File: config.mk
export PLATFORM = sky130hd
export DESIGN_NAME = output_driver_ref_divider_cfg
export DESIGN_NICKNAME = d
export VERILOG_FILES = /design/src/rtl/output_driver_ref_divider_cfg.v /design/src/rtl/cfg_byte_reg.v
export VERILOG_INCLUDE_DIRS = /design/src /design/src/include
export SDC_FILE = /design/constraint.sdc
export NUM_CORES = 1
export LEC_CHECK = 0
export BUFFER_PORTS_ARGS = -buffer_cell sky130_fd_sc_hd__clkbuf_2
export CORE_MARGIN = 3
export CORE_UTILIZATION = 35
export DETAILED_ROUTE_END_ITERATION = 8
export PLACE_DENSITY_LB_ADDON = 0.1
export SLEW_MARGIN = 10
export SYNTH_ARGS = -nofsm -noshare
export SYNTH_HDL_FRONTEND = slang
export SYNTH_SLANG_ARGS = --single-unit
File: constraint.sdc
create_clock -name core_clk_i -period 3.4 [get_ports core_clk_i]
set_input_delay 0.17 -clock core_clk_i [delete_from_list [all_inputs] [get_ports core_clk_i]]
set_output_delay 0.17 -clock core_clk_i [all_outputs]
set_load 0.03 [all_outputs]
File: src/include/odrv_cfg_map.vh
/*
  register offsets, field positions and reset values for the output driver
  and reference predivider configuration bank.
  assumes a byte-wide register port with 16-bit offsets in the device.
*/
// Functional notes
// RULE1: driver type field decodes 0 hcsl, 2 lvds, 3 cmos; 1 reserved; resets hcsl.
// RULE2: cmos phasing code 0 drives pair in phase, 1 in opposite phase; resets 1.
// RULE3: cmos phasing 2 drives only true pin, 3 only complement; other held low.
// RULE4: lvds common level code 0..3 selects 700..1000 mV; resets 900 mV.
// RULE5: hcsl termination bit set connects internal 50 ohm to ground; resets 1.
// RULE6: bias enable bit turns on driver bias; resets 1.
// RULE7: four-bit hcsl swing, 200 mV plus about 50 mV per code; resets 0xb.
// RULE8: lvds swing bit selects 350 mV or 400 mV; resets 0.
// RULE9: predivider hold bit 22 active low holds divider set; resets 1.
// RULE10: predivider enable bit 21 active low runs divider; resets 0.
// RULE11: software keeps reserved rw defaults; reserved ro bits read zero.
`ifndef ODRV_CFG_MAP_VH
`define ODRV_CFG_MAP_VH

// byte offsets inside the local register window (chosen)
`define ADDR_MODE_CFG 16'h0000
`define ADDR_SWING_CFG 16'h0001
`define ADDR_PREDIV_B0 16'h0004
`define ADDR_PREDIV_B1 16'h0005
`define ADDR_PREDIV_B2 16'h0006
`define ADDR_PREDIV_B3 16'h0007

// driver mode register layout
`define MODE_RESET 8'h6c
`define F_TYPE_HI 1
`define F_TYPE_LO 0
`define F_BIAS 2
`define F_TERM 3
`define F_CM_HI 5
`define F_CM_LO 4
`define F_PH_HI 7
`define F_PH_LO 6

// driver type codes
`define TYPE_HCSL 2'h0
`define TYPE_LVDS 2'h2
`define TYPE_CMOS 2'h3

// cmos phasing codes
`define PH_SAME 2'h0
`define PH_OPP 2'h1
`define PH_TRUE 2'h2
`define PH_COMP 2'h3

// swing register layout
`define SWING_RESET 8'hb4
`define F_HSW_HI 7
`define F_HSW_LO 4
`define F_LAMP 3
`define F_SRES_HI 2
`define F_SRES_LO 0

// predivider register layout: only bits 22 and 21 are stored
`define F_PD_SETB 22
`define F_PD_ENB 21
`define PD_SETB_RESET 1'b1
`define PD_ENB_RESET 1'b0
`define PD_BYTE2_LSB 16

// millivolt monitor scaling and reset views
`define CM_MV_BASE 10'd700
`define CM_MV_STEP 10'd100
`define CM_MV_RESET 10'd900
`define HSW_MV_BASE 10'd200
`define HSW_MV_STEP 10'd50
`define HSW_MV_RESET 10'd750
`define HSW_MV_CODE_D 10'd850
`define HSW_MV_CODE_E 10'd875
`define HSW_MV_CODE_F 10'd900
`define LSW_MV_LO 10'd350
`define LSW_MV_HI 10'd400

`endif

File: src/rtl/output_driver_ref_divider_cfg.v
/*
  output driver mode, swing and reference predivider configuration bank,
  with decoded controls for the analog driver and predivider.
  assumes the serial port front end delivers byte reads and writes as
  one-cycle strobes on core_clk_i; clock pin inputs come from the divider
  datapath on the same clock.
*/
`timescale 1ns/1ps
`include "odrv_cfg_map.vh"
module output_driver_ref_divider_cfg (
  // clock and reset
  input wire core_clk_i,
  input wire nrst_i,
  // register port from the serial processor front end
  input wire reg_wr_i,
  input wire reg_rd_i,
  input wire [15:0] reg_addr_i,
  input wire [7:0] reg_wdata_i,
  output wire [7:0] reg_rdata_o,
  output wire reg_ack_o,
  // divided clock from the output divider
  input wire div_clk_i,
  // driver pins, already shaped for cmos phasing
  output wire clock_pin_true_o,
  output wire clock_pin_complement_o,
  // driver analog controls
  output wire drv_hcsl_en_o,
  output wire drv_lvds_en_o,
  output wire drv_cmos_en_o,
  output wire drv_type_bad_o,
  output wire drv_bias_en_o,
  output wire hcsl_term_en_o,
  output wire [1:0] lvds_common_level_o,
  output wire [9:0] lvds_common_mv_o,
  output wire lvds_swing_hi_o,
  output wire [9:0] lvds_swing_mv_o,
  output wire [3:0] hcsl_swing_o,
  output wire [9:0] hcsl_swing_mv_o,
  // reference predivider controls
  output wire prediv_hold_o,
  output wire prediv_run_o
);
  // synchronised reset copy used by every flop below except the two synchroniser flops
  reg rst_meta_reg;
  reg rst_sync_reg;
  wire rst_n;

  // stored register contents
  wire [7:0] mode_q;
  wire [7:0] swing_q;
  reg prediv_setb_reg;
  reg prediv_enb_reg;

  // register port response
  reg [7:0] rdata_reg;
  reg [7:0] rdata_next;
  reg ack_reg;

  // pin shaping and retiming
  reg pin_t_reg;
  reg pin_c_reg;
  reg pin_t_next;
  reg pin_c_next;

  // millivolt monitor views
  reg [9:0] cm_mv_reg;
  reg [9:0] hsw_mv_reg;
  reg [9:0] lsw_mv_reg;
  reg [9:0] cm_mv_next;
  reg [9:0] hsw_mv_next;

  // decoded fields and driver type selects
  wire [1:0] drv_type;
  wire [1:0] phase;
  wire [3:0] hsw;
  reg hcsl_sel;
  reg lvds_sel;
  reg cmos_sel;
  reg type_bad;

  // predivider word view and write strobes
  wire [31:0] prediv_word;
  wire wr_mode;
  wire wr_swing;
  wire wr_pd2;

  // reset release through two flops; assertion stays asynchronous
  always @(posedge core_clk_i or negedge nrst_i) begin
    if (!nrst_i) begin
      rst_meta_reg <= 1'b0;
      rst_sync_reg <= 1'b0;
    end else begin
      rst_meta_reg <= 1'b1;
      rst_sync_reg <= rst_meta_reg;
    end
  end
  assign rst_n = rst_sync_reg;

  // write strobes per byte address
  assign wr_mode = reg_wr_i && (reg_addr_i == `ADDR_MODE_CFG);
  assign wr_swing = reg_wr_i && (reg_addr_i == `ADDR_SWING_CFG);
  assign wr_pd2 = reg_wr_i && (reg_addr_i == `ADDR_PREDIV_B2);

  // driver mode register, all fields writable
  cfg_byte_reg #(
    .RESET_VAL(`MODE_RESET),
    .WR_MASK(8'hff)
  ) u_mode (
    .clk_i(core_clk_i),
    .rst_n_i(rst_n),
    .wr_i(wr_mode),
    .wdata_i(reg_wdata_i),
    .q_o(mode_q)
  );

  // swing register; reserved low bits stored as written, default 0x4
  cfg_byte_reg #(
    .RESET_VAL(`SWING_RESET),
    .WR_MASK(8'hff)
  ) u_swing (
    .clk_i(core_clk_i),
    .rst_n_i(rst_n),
    .wr_i(wr_swing),
    .wdata_i(reg_wdata_i),
    .q_o(swing_q)
  );

  // predivider controls live in byte 2 (bits 23:16 of the word)
  always @(posedge core_clk_i or negedge rst_n) begin
    if (!rst_n) begin
      prediv_setb_reg <= `PD_SETB_RESET; // RULE9
      prediv_enb_reg <= `PD_ENB_RESET; // RULE10
    end else if (wr_pd2) begin
      prediv_setb_reg <= reg_wdata_i[`F_PD_SETB - `PD_BYTE2_LSB];
      prediv_enb_reg <= reg_wdata_i[`F_PD_ENB - `PD_BYTE2_LSB];
    end
  end

  // reserved read-only bits of the predivider word are tied to zero
  assign prediv_word = {9'h000, prediv_setb_reg, prediv_enb_reg, 21'h000000}; // RULE11

  // read mux; unmapped offsets read zero
  always @* begin
    rdata_next = 8'h00;
    case (reg_addr_i)
      `ADDR_MODE_CFG: rdata_next = mode_q;
      `ADDR_SWING_CFG: rdata_next = swing_q;
      `ADDR_PREDIV_B0: rdata_next = prediv_word[7:0];
      `ADDR_PREDIV_B1: rdata_next = prediv_word[15:8];
      `ADDR_PREDIV_B2: rdata_next = prediv_word[23:16];
      `ADDR_PREDIV_B3: rdata_next = prediv_word[31:24];
      default: rdata_next = 8'h00;
    endcase
  end

  // registered read data and one-cycle acknowledge for reads and writes
  always @(posedge core_clk_i or negedge rst_n) begin
    if (!rst_n) begin
      rdata_reg <= 8'h00;
      ack_reg <= 1'b0;
    end else begin
      ack_reg <= reg_rd_i | reg_wr_i;
      if (reg_rd_i) begin
        rdata_reg <= rdata_next;
      end
    end
  end
  assign reg_rdata_o = rdata_reg;
  assign reg_ack_o = ack_reg;

  // field extraction
  assign drv_type = mode_q[`F_TYPE_HI:`F_TYPE_LO];
  assign phase = mode_q[`F_PH_HI:`F_PH_LO];
  assign hsw = swing_q[`F_HSW_HI:`F_HSW_LO];

  // driver type decode; reserved code enables no driver and flags itself
  // software may still write the reserved code, so it must fail safe here
  always @* begin
    hcsl_sel = 1'b0;
    lvds_sel = 1'b0;
    cmos_sel = 1'b0;
    type_bad = 1'b0;
    case (drv_type)
      `TYPE_HCSL: hcsl_sel = 1'b1; // RULE1
      `TYPE_LVDS: lvds_sel = 1'b1; // RULE1
      `TYPE_CMOS: cmos_sel = 1'b1; // RULE1
      default: type_bad = 1'b1; // RULE1
    endcase
  end
  assign drv_hcsl_en_o = hcsl_sel;
  assign drv_lvds_en_o = lvds_sel;
  assign drv_cmos_en_o = cmos_sel;
  assign drv_type_bad_o = type_bad;

  assign drv_bias_en_o = mode_q[`F_BIAS]; // RULE6
  assign hcsl_term_en_o = mode_q[`F_TERM] & drv_hcsl_en_o; // RULE5

  // lvds controls only act in lvds type, else parked at zero
  assign lvds_common_level_o = drv_lvds_en_o ? mode_q[`F_CM_HI:`F_CM_LO] : 2'h0; // RULE4
  assign lvds_swing_hi_o = drv_lvds_en_o & swing_q[`F_LAMP]; // RULE8
  assign lvds_swing_mv_o = lsw_mv_reg; // RULE8
  assign hcsl_swing_o = hsw; // RULE7

  // hcsl swing in mV; linear up to code 0xd, top two codes step by 25 mV
  always @* begin
    case (hsw)
      4'hd: hsw_mv_next = `HSW_MV_CODE_D; // RULE7
      4'he: hsw_mv_next = `HSW_MV_CODE_E; // RULE7
      4'hf: hsw_mv_next = `HSW_MV_CODE_F; // RULE7
      default: hsw_mv_next = `HSW_MV_BASE + {6'h00, hsw} * `HSW_MV_STEP; // RULE7
    endcase
  end

  // lvds common level in mV, one step per code
  always @* begin
    cm_mv_next = `CM_MV_BASE + {8'h00, mode_q[`F_CM_HI:`F_CM_LO]} * `CM_MV_STEP; // RULE4
  end

  // millivolt views registered so monitors never see a half-decoded byte;
  // they lag the register by one cycle, which monitoring tolerates
  always @(posedge core_clk_i or negedge rst_n) begin
    if (!rst_n) begin
      cm_mv_reg <= `CM_MV_RESET;
      hsw_mv_reg <= `HSW_MV_RESET;
      lsw_mv_reg <= 10'h000;
    end else begin
      cm_mv_reg <= cm_mv_next;
      hsw_mv_reg <= hsw_mv_next;
      if (!drv_lvds_en_o) begin
        lsw_mv_reg <= 10'h000;
      end else if (swing_q[`F_LAMP]) begin
        lsw_mv_reg <= `LSW_MV_HI; // RULE8
      end else begin
        lsw_mv_reg <= `LSW_MV_LO; // RULE8
      end
    end
  end
  assign lvds_common_mv_o = drv_lvds_en_o ? cm_mv_reg : 10'h000;
  assign hcsl_swing_mv_o = hsw_mv_reg;

  // pin shaping: cmos uses phasing, differential types drive a true pair;
  // a held pin is driven low rather than floated, so the board sees a level
  // even while software is halfway through changing the driver type
  always @* begin
    pin_t_next = div_clk_i;
    pin_c_next = ~div_clk_i;
    if (drv_cmos_en_o) begin
      case (phase)
        `PH_SAME: begin
          pin_t_next = div_clk_i; // RULE2
          pin_c_next = div_clk_i; // RULE2
        end
        `PH_OPP: begin
          pin_t_next = div_clk_i; // RULE2
          pin_c_next = ~div_clk_i; // RULE2
        end
        `PH_TRUE: begin
          pin_t_next = div_clk_i; // RULE3
          pin_c_next = 1'b0; // RULE3
        end
        `PH_COMP: begin
          pin_t_next = 1'b0; // RULE3
          pin_c_next = ~div_clk_i; // RULE3
        end
        default: begin
          pin_t_next = 1'b0;
          pin_c_next = 1'b0;
        end
      endcase
    end else if (drv_type_bad_o) begin
      pin_t_next = 1'b0;
      pin_c_next = 1'b0;
    end
  end

  // pins retimed one cycle; bias off parks both low
  always @(posedge core_clk_i or negedge rst_n) begin
    if (!rst_n) begin
      pin_t_reg <= 1'b0;
      pin_c_reg <= 1'b0;
    end else begin
      pin_t_reg <= pin_t_next & drv_bias_en_o; // RULE6
      pin_c_reg <= pin_c_next & drv_bias_en_o; // RULE6
    end
  end
  assign clock_pin_true_o = pin_t_reg;
  assign clock_pin_complement_o = pin_c_reg;

  // active-low predivider controls turned into positive actions
  assign prediv_hold_o = ~prediv_setb_reg; // RULE9
  assign prediv_run_o = ~prediv_enb_reg; // RULE10
endmodule // output_driver_ref_divider_cfg

File: src/rtl/cfg_byte_reg.v
/*
  one byte-wide configuration register with write mask and reset value.
  assumes writes arrive as single-cycle strobes on the core clock.
*/
`timescale 1ns/1ps
module cfg_byte_reg #(
  parameter [7:0] RESET_VAL = 8'h00,
  parameter [7:0] WR_MASK = 8'hff
) (
  // clock and reset
  input wire clk_i,
  input wire rst_n_i,
  // write side
  input wire wr_i,
  input wire [7:0] wdata_i,
  // stored value
  output wire [7:0] q_o
);
  reg [7:0] q_reg;
  wire [7:0] q_next;

  // masked bits keep their reset value, so they read as the fixed default
  assign q_next = (q_reg & ~WR_MASK) | (wdata_i & WR_MASK);

  // storage with asynchronous clear to the reset value
  always @(posedge clk_i or negedge rst_n_i) begin
    if (!rst_n_i) begin
      q_reg <= RESET_VAL;
    end else if (wr_i) begin
      q_reg <= q_next;
    end
  end

  assign q_o = q_reg;
endmodule // cfg_byte_reg

Word level (Yosys, flattened, before mapping)
Index checks and enable logic that the tools add are counted.
Word-level totals
  logic and storage cells: 60
  output and inout port bits: 56
  register bits after elaboration: 61
  input bits: 29
Cells by class
  multipliers: 2
  reduce and logical (&&, ||, !) cells: 9
  eq/ne operators: 10
  bitwise operators: 8
  add/subtract/negate cells: 2
  multiplexer cells: 16
Operator list (count)
  one-hot mux 10 bit (3 select lines): 1
  one-hot mux 8 bit (3 select lines): 1
  2-to-1 mux 10 bit: 2
  equality test 16 x 1 -> 1 bit (second input constant): 1
  equality test 16 x 3 -> 1 bit (second input constant): 1
  logical NOT 16 bit: 1
  equality test 4 bit (second input constant): 3
  adder 10 x 9 -> 10 bit (first input constant): 1
  adder 8 x 10 -> 10 bit (first input constant): 1
  multiplier 4 x 5 -> 9 bit (second input constant): 1
  equality test 2 bit (second input constant): 4
  2-to-1 mux 1 bit: 8
  2-to-1 mux 8 bit: 1
  multiplier 2 x 5 -> 7 bit (second input constant): 1
  OR reduction 3 bit: 2
  AND 1 bit: 4
  logical NOT 2 bit: 2
  logical AND 1 bit: 3
  inverter 1 bit: 3
  one-hot mux 1 bit (3 select lines): 1
  equality test 2 x 1 -> 1 bit (second input constant): 1
  2-to-1 mux 2 bit: 1
  one-hot mux 1 bit (2 select lines): 1
  OR reduction 2 bit: 1
  bitwise OR 1 bit: 1

Logic depth before layout (Yosys ltp)
  depth after elaboration: 5
  gate-level depth with buffers: 9
  mapped depth without buffers: 9

By module
From an unflattened synthesis, not the netlist that was laid out.
Unflattened totals
  cells, all modules: 229
  area total of the unflattened synthesis: 2693.8 µm²
Modules (own cells, without submodules)
  output_driver_ref_divider_cfg: area each 2020.7 µm², seq. area each 915.9 µm², cells each 195, instances 1
  cfg_byte_reg: area each 336.6 µm², seq. area each 205.2 µm², cells each 17, instances 2

Worst setup path after synthesis
Ideal clock, no wire load.
  path kind: register -> register
  start point: register u_swing.q_reg[4] (netlist: u_swing.q_o[4])
  end point: register hsw_mv_reg[9] (netlist: hcsl_swing_mv_o[9])
  arrival time: 2319 ps
  cell stages (with the launch flop): 10
  slack: 1017 ps
  data required time: 3336 ps
  buffers on the path: 0
  clock period less this slack: 2383 ps
  setup time: 64 ps
  path through: dfstp_2 inv_1 ha_1 inv_1 ha_1 fa_1 xor2_1 a211oi_1 or3_1 nand3_1
Between the ends
  word-level cells in the longest chain between the ends: 3
  elaborated cells between the ends (all ways): 6
  classes of those cells: 1 x add/sub; 1 x mul; 3 x eq/ne; 1 x mux
Ends and longest elaborated chain
  from (decl): line cfg_byte_reg.v:19  | reg [7:0] q_reg;
  from (signal assigned): line cfg_byte_reg.v:30  | q_reg <= q_next;
  multiplier 4 x 5 -> 9 bit (no source line)
  adder 8 x 10 -> 10 bit (no source line)
  one-hot mux 10 bit (3 select lines) *: line output_driver_ref_divider_cfg.v:206  | case (hsw)
  via hsw_mv_next[9]: line output_driver_ref_divider_cfg.v:70  | reg [9:0] hsw_mv_next;
  to (signal assigned): line output_driver_ref_divider_cfg.v:224  | hsw_mv_reg <= `HSW_MV_RESET;
  to (signal assigned): line output_driver_ref_divider_cfg.v:228  | hsw_mv_reg <= hsw_mv_next;
  to (decl): line output_driver_ref_divider_cfg.v:67  | reg [9:0] hsw_mv_reg;
Mark *: on every way through the listed nets, which the timed path passes. The rest lies on a longest branch.
A chain may end at the register's enable or synchronous reset.

Worst setup path after layout
Ends and elaborated chain as after synthesis.

==> flow_metrics.tcl <==
set metrics [dict create \
    status "completed" \
    grt_max_degree 41 \
    rsz0062_at_grt "no" \
    synth-main-ff-cell "dfrtp_1" \
    yosysUniqueCellTypes 41 \
    cts_resized 0 \
    drt_iter0_drc 44 \
    period_minus_slack_ns 2.53 \
    num_antenna_cells 0 \
    setup_slack_ns 0.867 \
    grt_first_pass_wirelength_microns 8380 \
    fmax_ghz 0.395 \
    cap_violations 0 \
    worstHoldPathType "in -> reg" \
    hold_viol 0 \
    final_cells 406 \
    ys_async_sr_fraction_pct 100 \
    die_w_microns 93.2 \
    tritoncts "built" \
    final_cell_mix "clkbuf_2, dfrtp_1, ha_1" \
    viasPerCell 4.39 \
    post-place-cells 397 \
    num_vias 1784 \
    irDropWorstVdd_v 0.000189 \
    cts.clk_slew.worst_paths_ns 0.10 \
    crit_required_ns 3.64 \
    place_ws_ns 0.845 \
    clk_latency_ns 0.30 \
    synth_seq_cells 52 \
    ys_seq_area_share_pct 49.9 \
    power.leakage_nw 1.66 \
    netlist_area_sq_mm 0.00266 \
    dp_hpwl_microns 3890 \
    finalMaxSlewViolations 0 \
    grtUsageTotal_pct 12.4 \
    io_buffers 79 \
    final.setup_skew_ns 0.0124 \
    gp_congestion 0.769 \
    worst_pin_slew_ns 0.847 \
    root_buffer "clkbuf_8" \
    critical_path.max_fanout 8 \
    clockBufferDepth 2 \
    largest_reg_flops 10 \
    final_cell_area_sq_mm 0.00318 \
    die_area_sq_mm 0.00868 \
    cts.sinks 52 \
    fin_nets 357 \
    grt_pass1_vias 1742 \
    synth_edf_count 0 \
    yosysWarningCount 0 \
    nFillCells 728 \
    row_count 31 \
    maxSlewHeadroom_pct 43.5 \
    wl_microns 5040 \
    crit_path_start_kind "flop" \
    numCtsBuffers 5 \
    drive_gt1_share_pct 41.7 \
    die_h_microns 93.2 \
    io_pins 85 \
    synthToLayoutAreaGrowth_pct 19.5 \
    synth_area_per_cell_sq_um 11.5 \
    finalSetupViolCount 0 \
    p_per_area_mw_per_mm2 329 \
    grt-ovfl-total 0 \
    postPlaceCellArea_sq_mm 0.00307 \
    start_util_pct 36.3 \
    drt-wirelength-per-cell_microns 12.4 \
    arrival_ns 2.77 \
    drc 0 \
    coreArea_sq_mm 0.00733 \
    final_antenna_net_count 0 \
    synthCells 232 \
    cts.htree.levels 2 \
    grt_antenna_before_repair 0 \
    cts_hold_buf 1 \
    period_share_pct 74.5 \
    final_common_cell "clkbuf_2" \
    cts_setup_buffers 0 \
    crit_type "reg -> reg" \
    end_kind "flop" \
    fin_util_pct 43.4 \
    first_pass_iters 4 \
    tns_ns 0 \
]
-- layer usage --
metal	routed length [microns]	share of wire (%)	track usage (%)
met1	2430	48	16.7
met2	2240	44	19.5
met3	324	6.4	3.22
met4	52	1.0	4.03
met5	0	0	0
-- cell type report --
cell class | instances | area, sq um | area share, %
timing repair buffer | 81 | 413 | 13.0
sequential | 52 | 1330 | 41.8
clock inverter | 1 | 7.51 | 0.236
multi-input combinational | 146 | 1140 | 36.0
tap | 99 | 124 | 3.90
inverter | 20 | 75.1 | 2.36
clock buffer | 7 | 86.3 | 2.72
-- synthesized netlist by cell type (2+ instances only) --
cell	number	share of area, %
a21oi_1	5	0.94
nor4_1	2	0.47
o21a_1	2	0.56
xnor2_1	3	0.99
dfstp_2	20	20
inv_1	20	2.8
o22ai_1	6	1.4
mux2i_1	8	3.0
nor2b_1	6	1.4
ha_1	21	9.9
dfrtp_1	32	30
and2_1	14	3.3
o2bb2ai_1	2	0.66
xor2_1	2	0.66
or2_2	2	0.47
o21ai_0	9	1.7
buf_4	14	4.0
nor2_1	5	0.71
nand2_1	16	2.3
conb_1	2	0.28
mux2_2	17	7.2
nand3_1	4	0.75
clkbuf_1	2	0.28
-- critical path, stage by stage (launching register included) --
cell and delay (ns):
dfstp_2 0.61, inv_1 0.06, ha_1 0.27, inv_1 0.04
ha_1 0.23, fa_1 0.46, xor2_1 0.25, a211oi_1 0.10
or3_1 0.37, nand3_1 0.08
-- report_power, final --
part	internal [mW]	total [mW]	switching [mW]	leakage [nW]
Combinational	0.0203	0.0527	0.0324	0.989
Clock	0.166	0.360	0.195	0.0445
Sequential	0.623	0.633	0.00988	0.628
-- logic make-up after synthesis --
| family | share of synthesized area [%] |
|---|---|
| flops | 49.9 |
| fa+ha+maj | 10.6 |
| simple gates | 12.5 |
| compound gates | 6.77 |
| buf+inv | 7.67 |
| mux | 10.6 |
| other cells | 0.282 |
| xor+xnor | 1.65 |
-- path summary, 6_finish.rpt --
| check | from | endpoint | slack [ns] | cells after the start |
|---|---|---|---|---|
| setup / recovery | u_swing.q_o[4] | hcsl_swing_mv_o[9] | 0.87 | 9 |
| hold / removal | div_clk_i | clock_pin_true_o | 0.1 | 3 |
| setup reg to reg | u_swing.q_o[4] | hcsl_swing_mv_o[9] | 0.87 | 9 |
| hold reg to reg | rst_meta_reg | rst_n | 0.36 | 0 |
| max in group asynchronous | rst_n | u_mode.q_o[6] | 2.26 | 1 |
| min in group asynchronous | nrst_i | rst_n | 0.18 | 2 |
-- per-stage QoR --
step                total power, mW  hold slack [ns]
floorplan                     0.673           -0.126
global placement              0.697          -0.0413
global route                   1.10           0.0946
CTS                            1.07           0.0862
detailed placement            0.698          -0.0433
finish                         1.05           0.0999
Note: power is estimated with default switching activity, not from simulation.
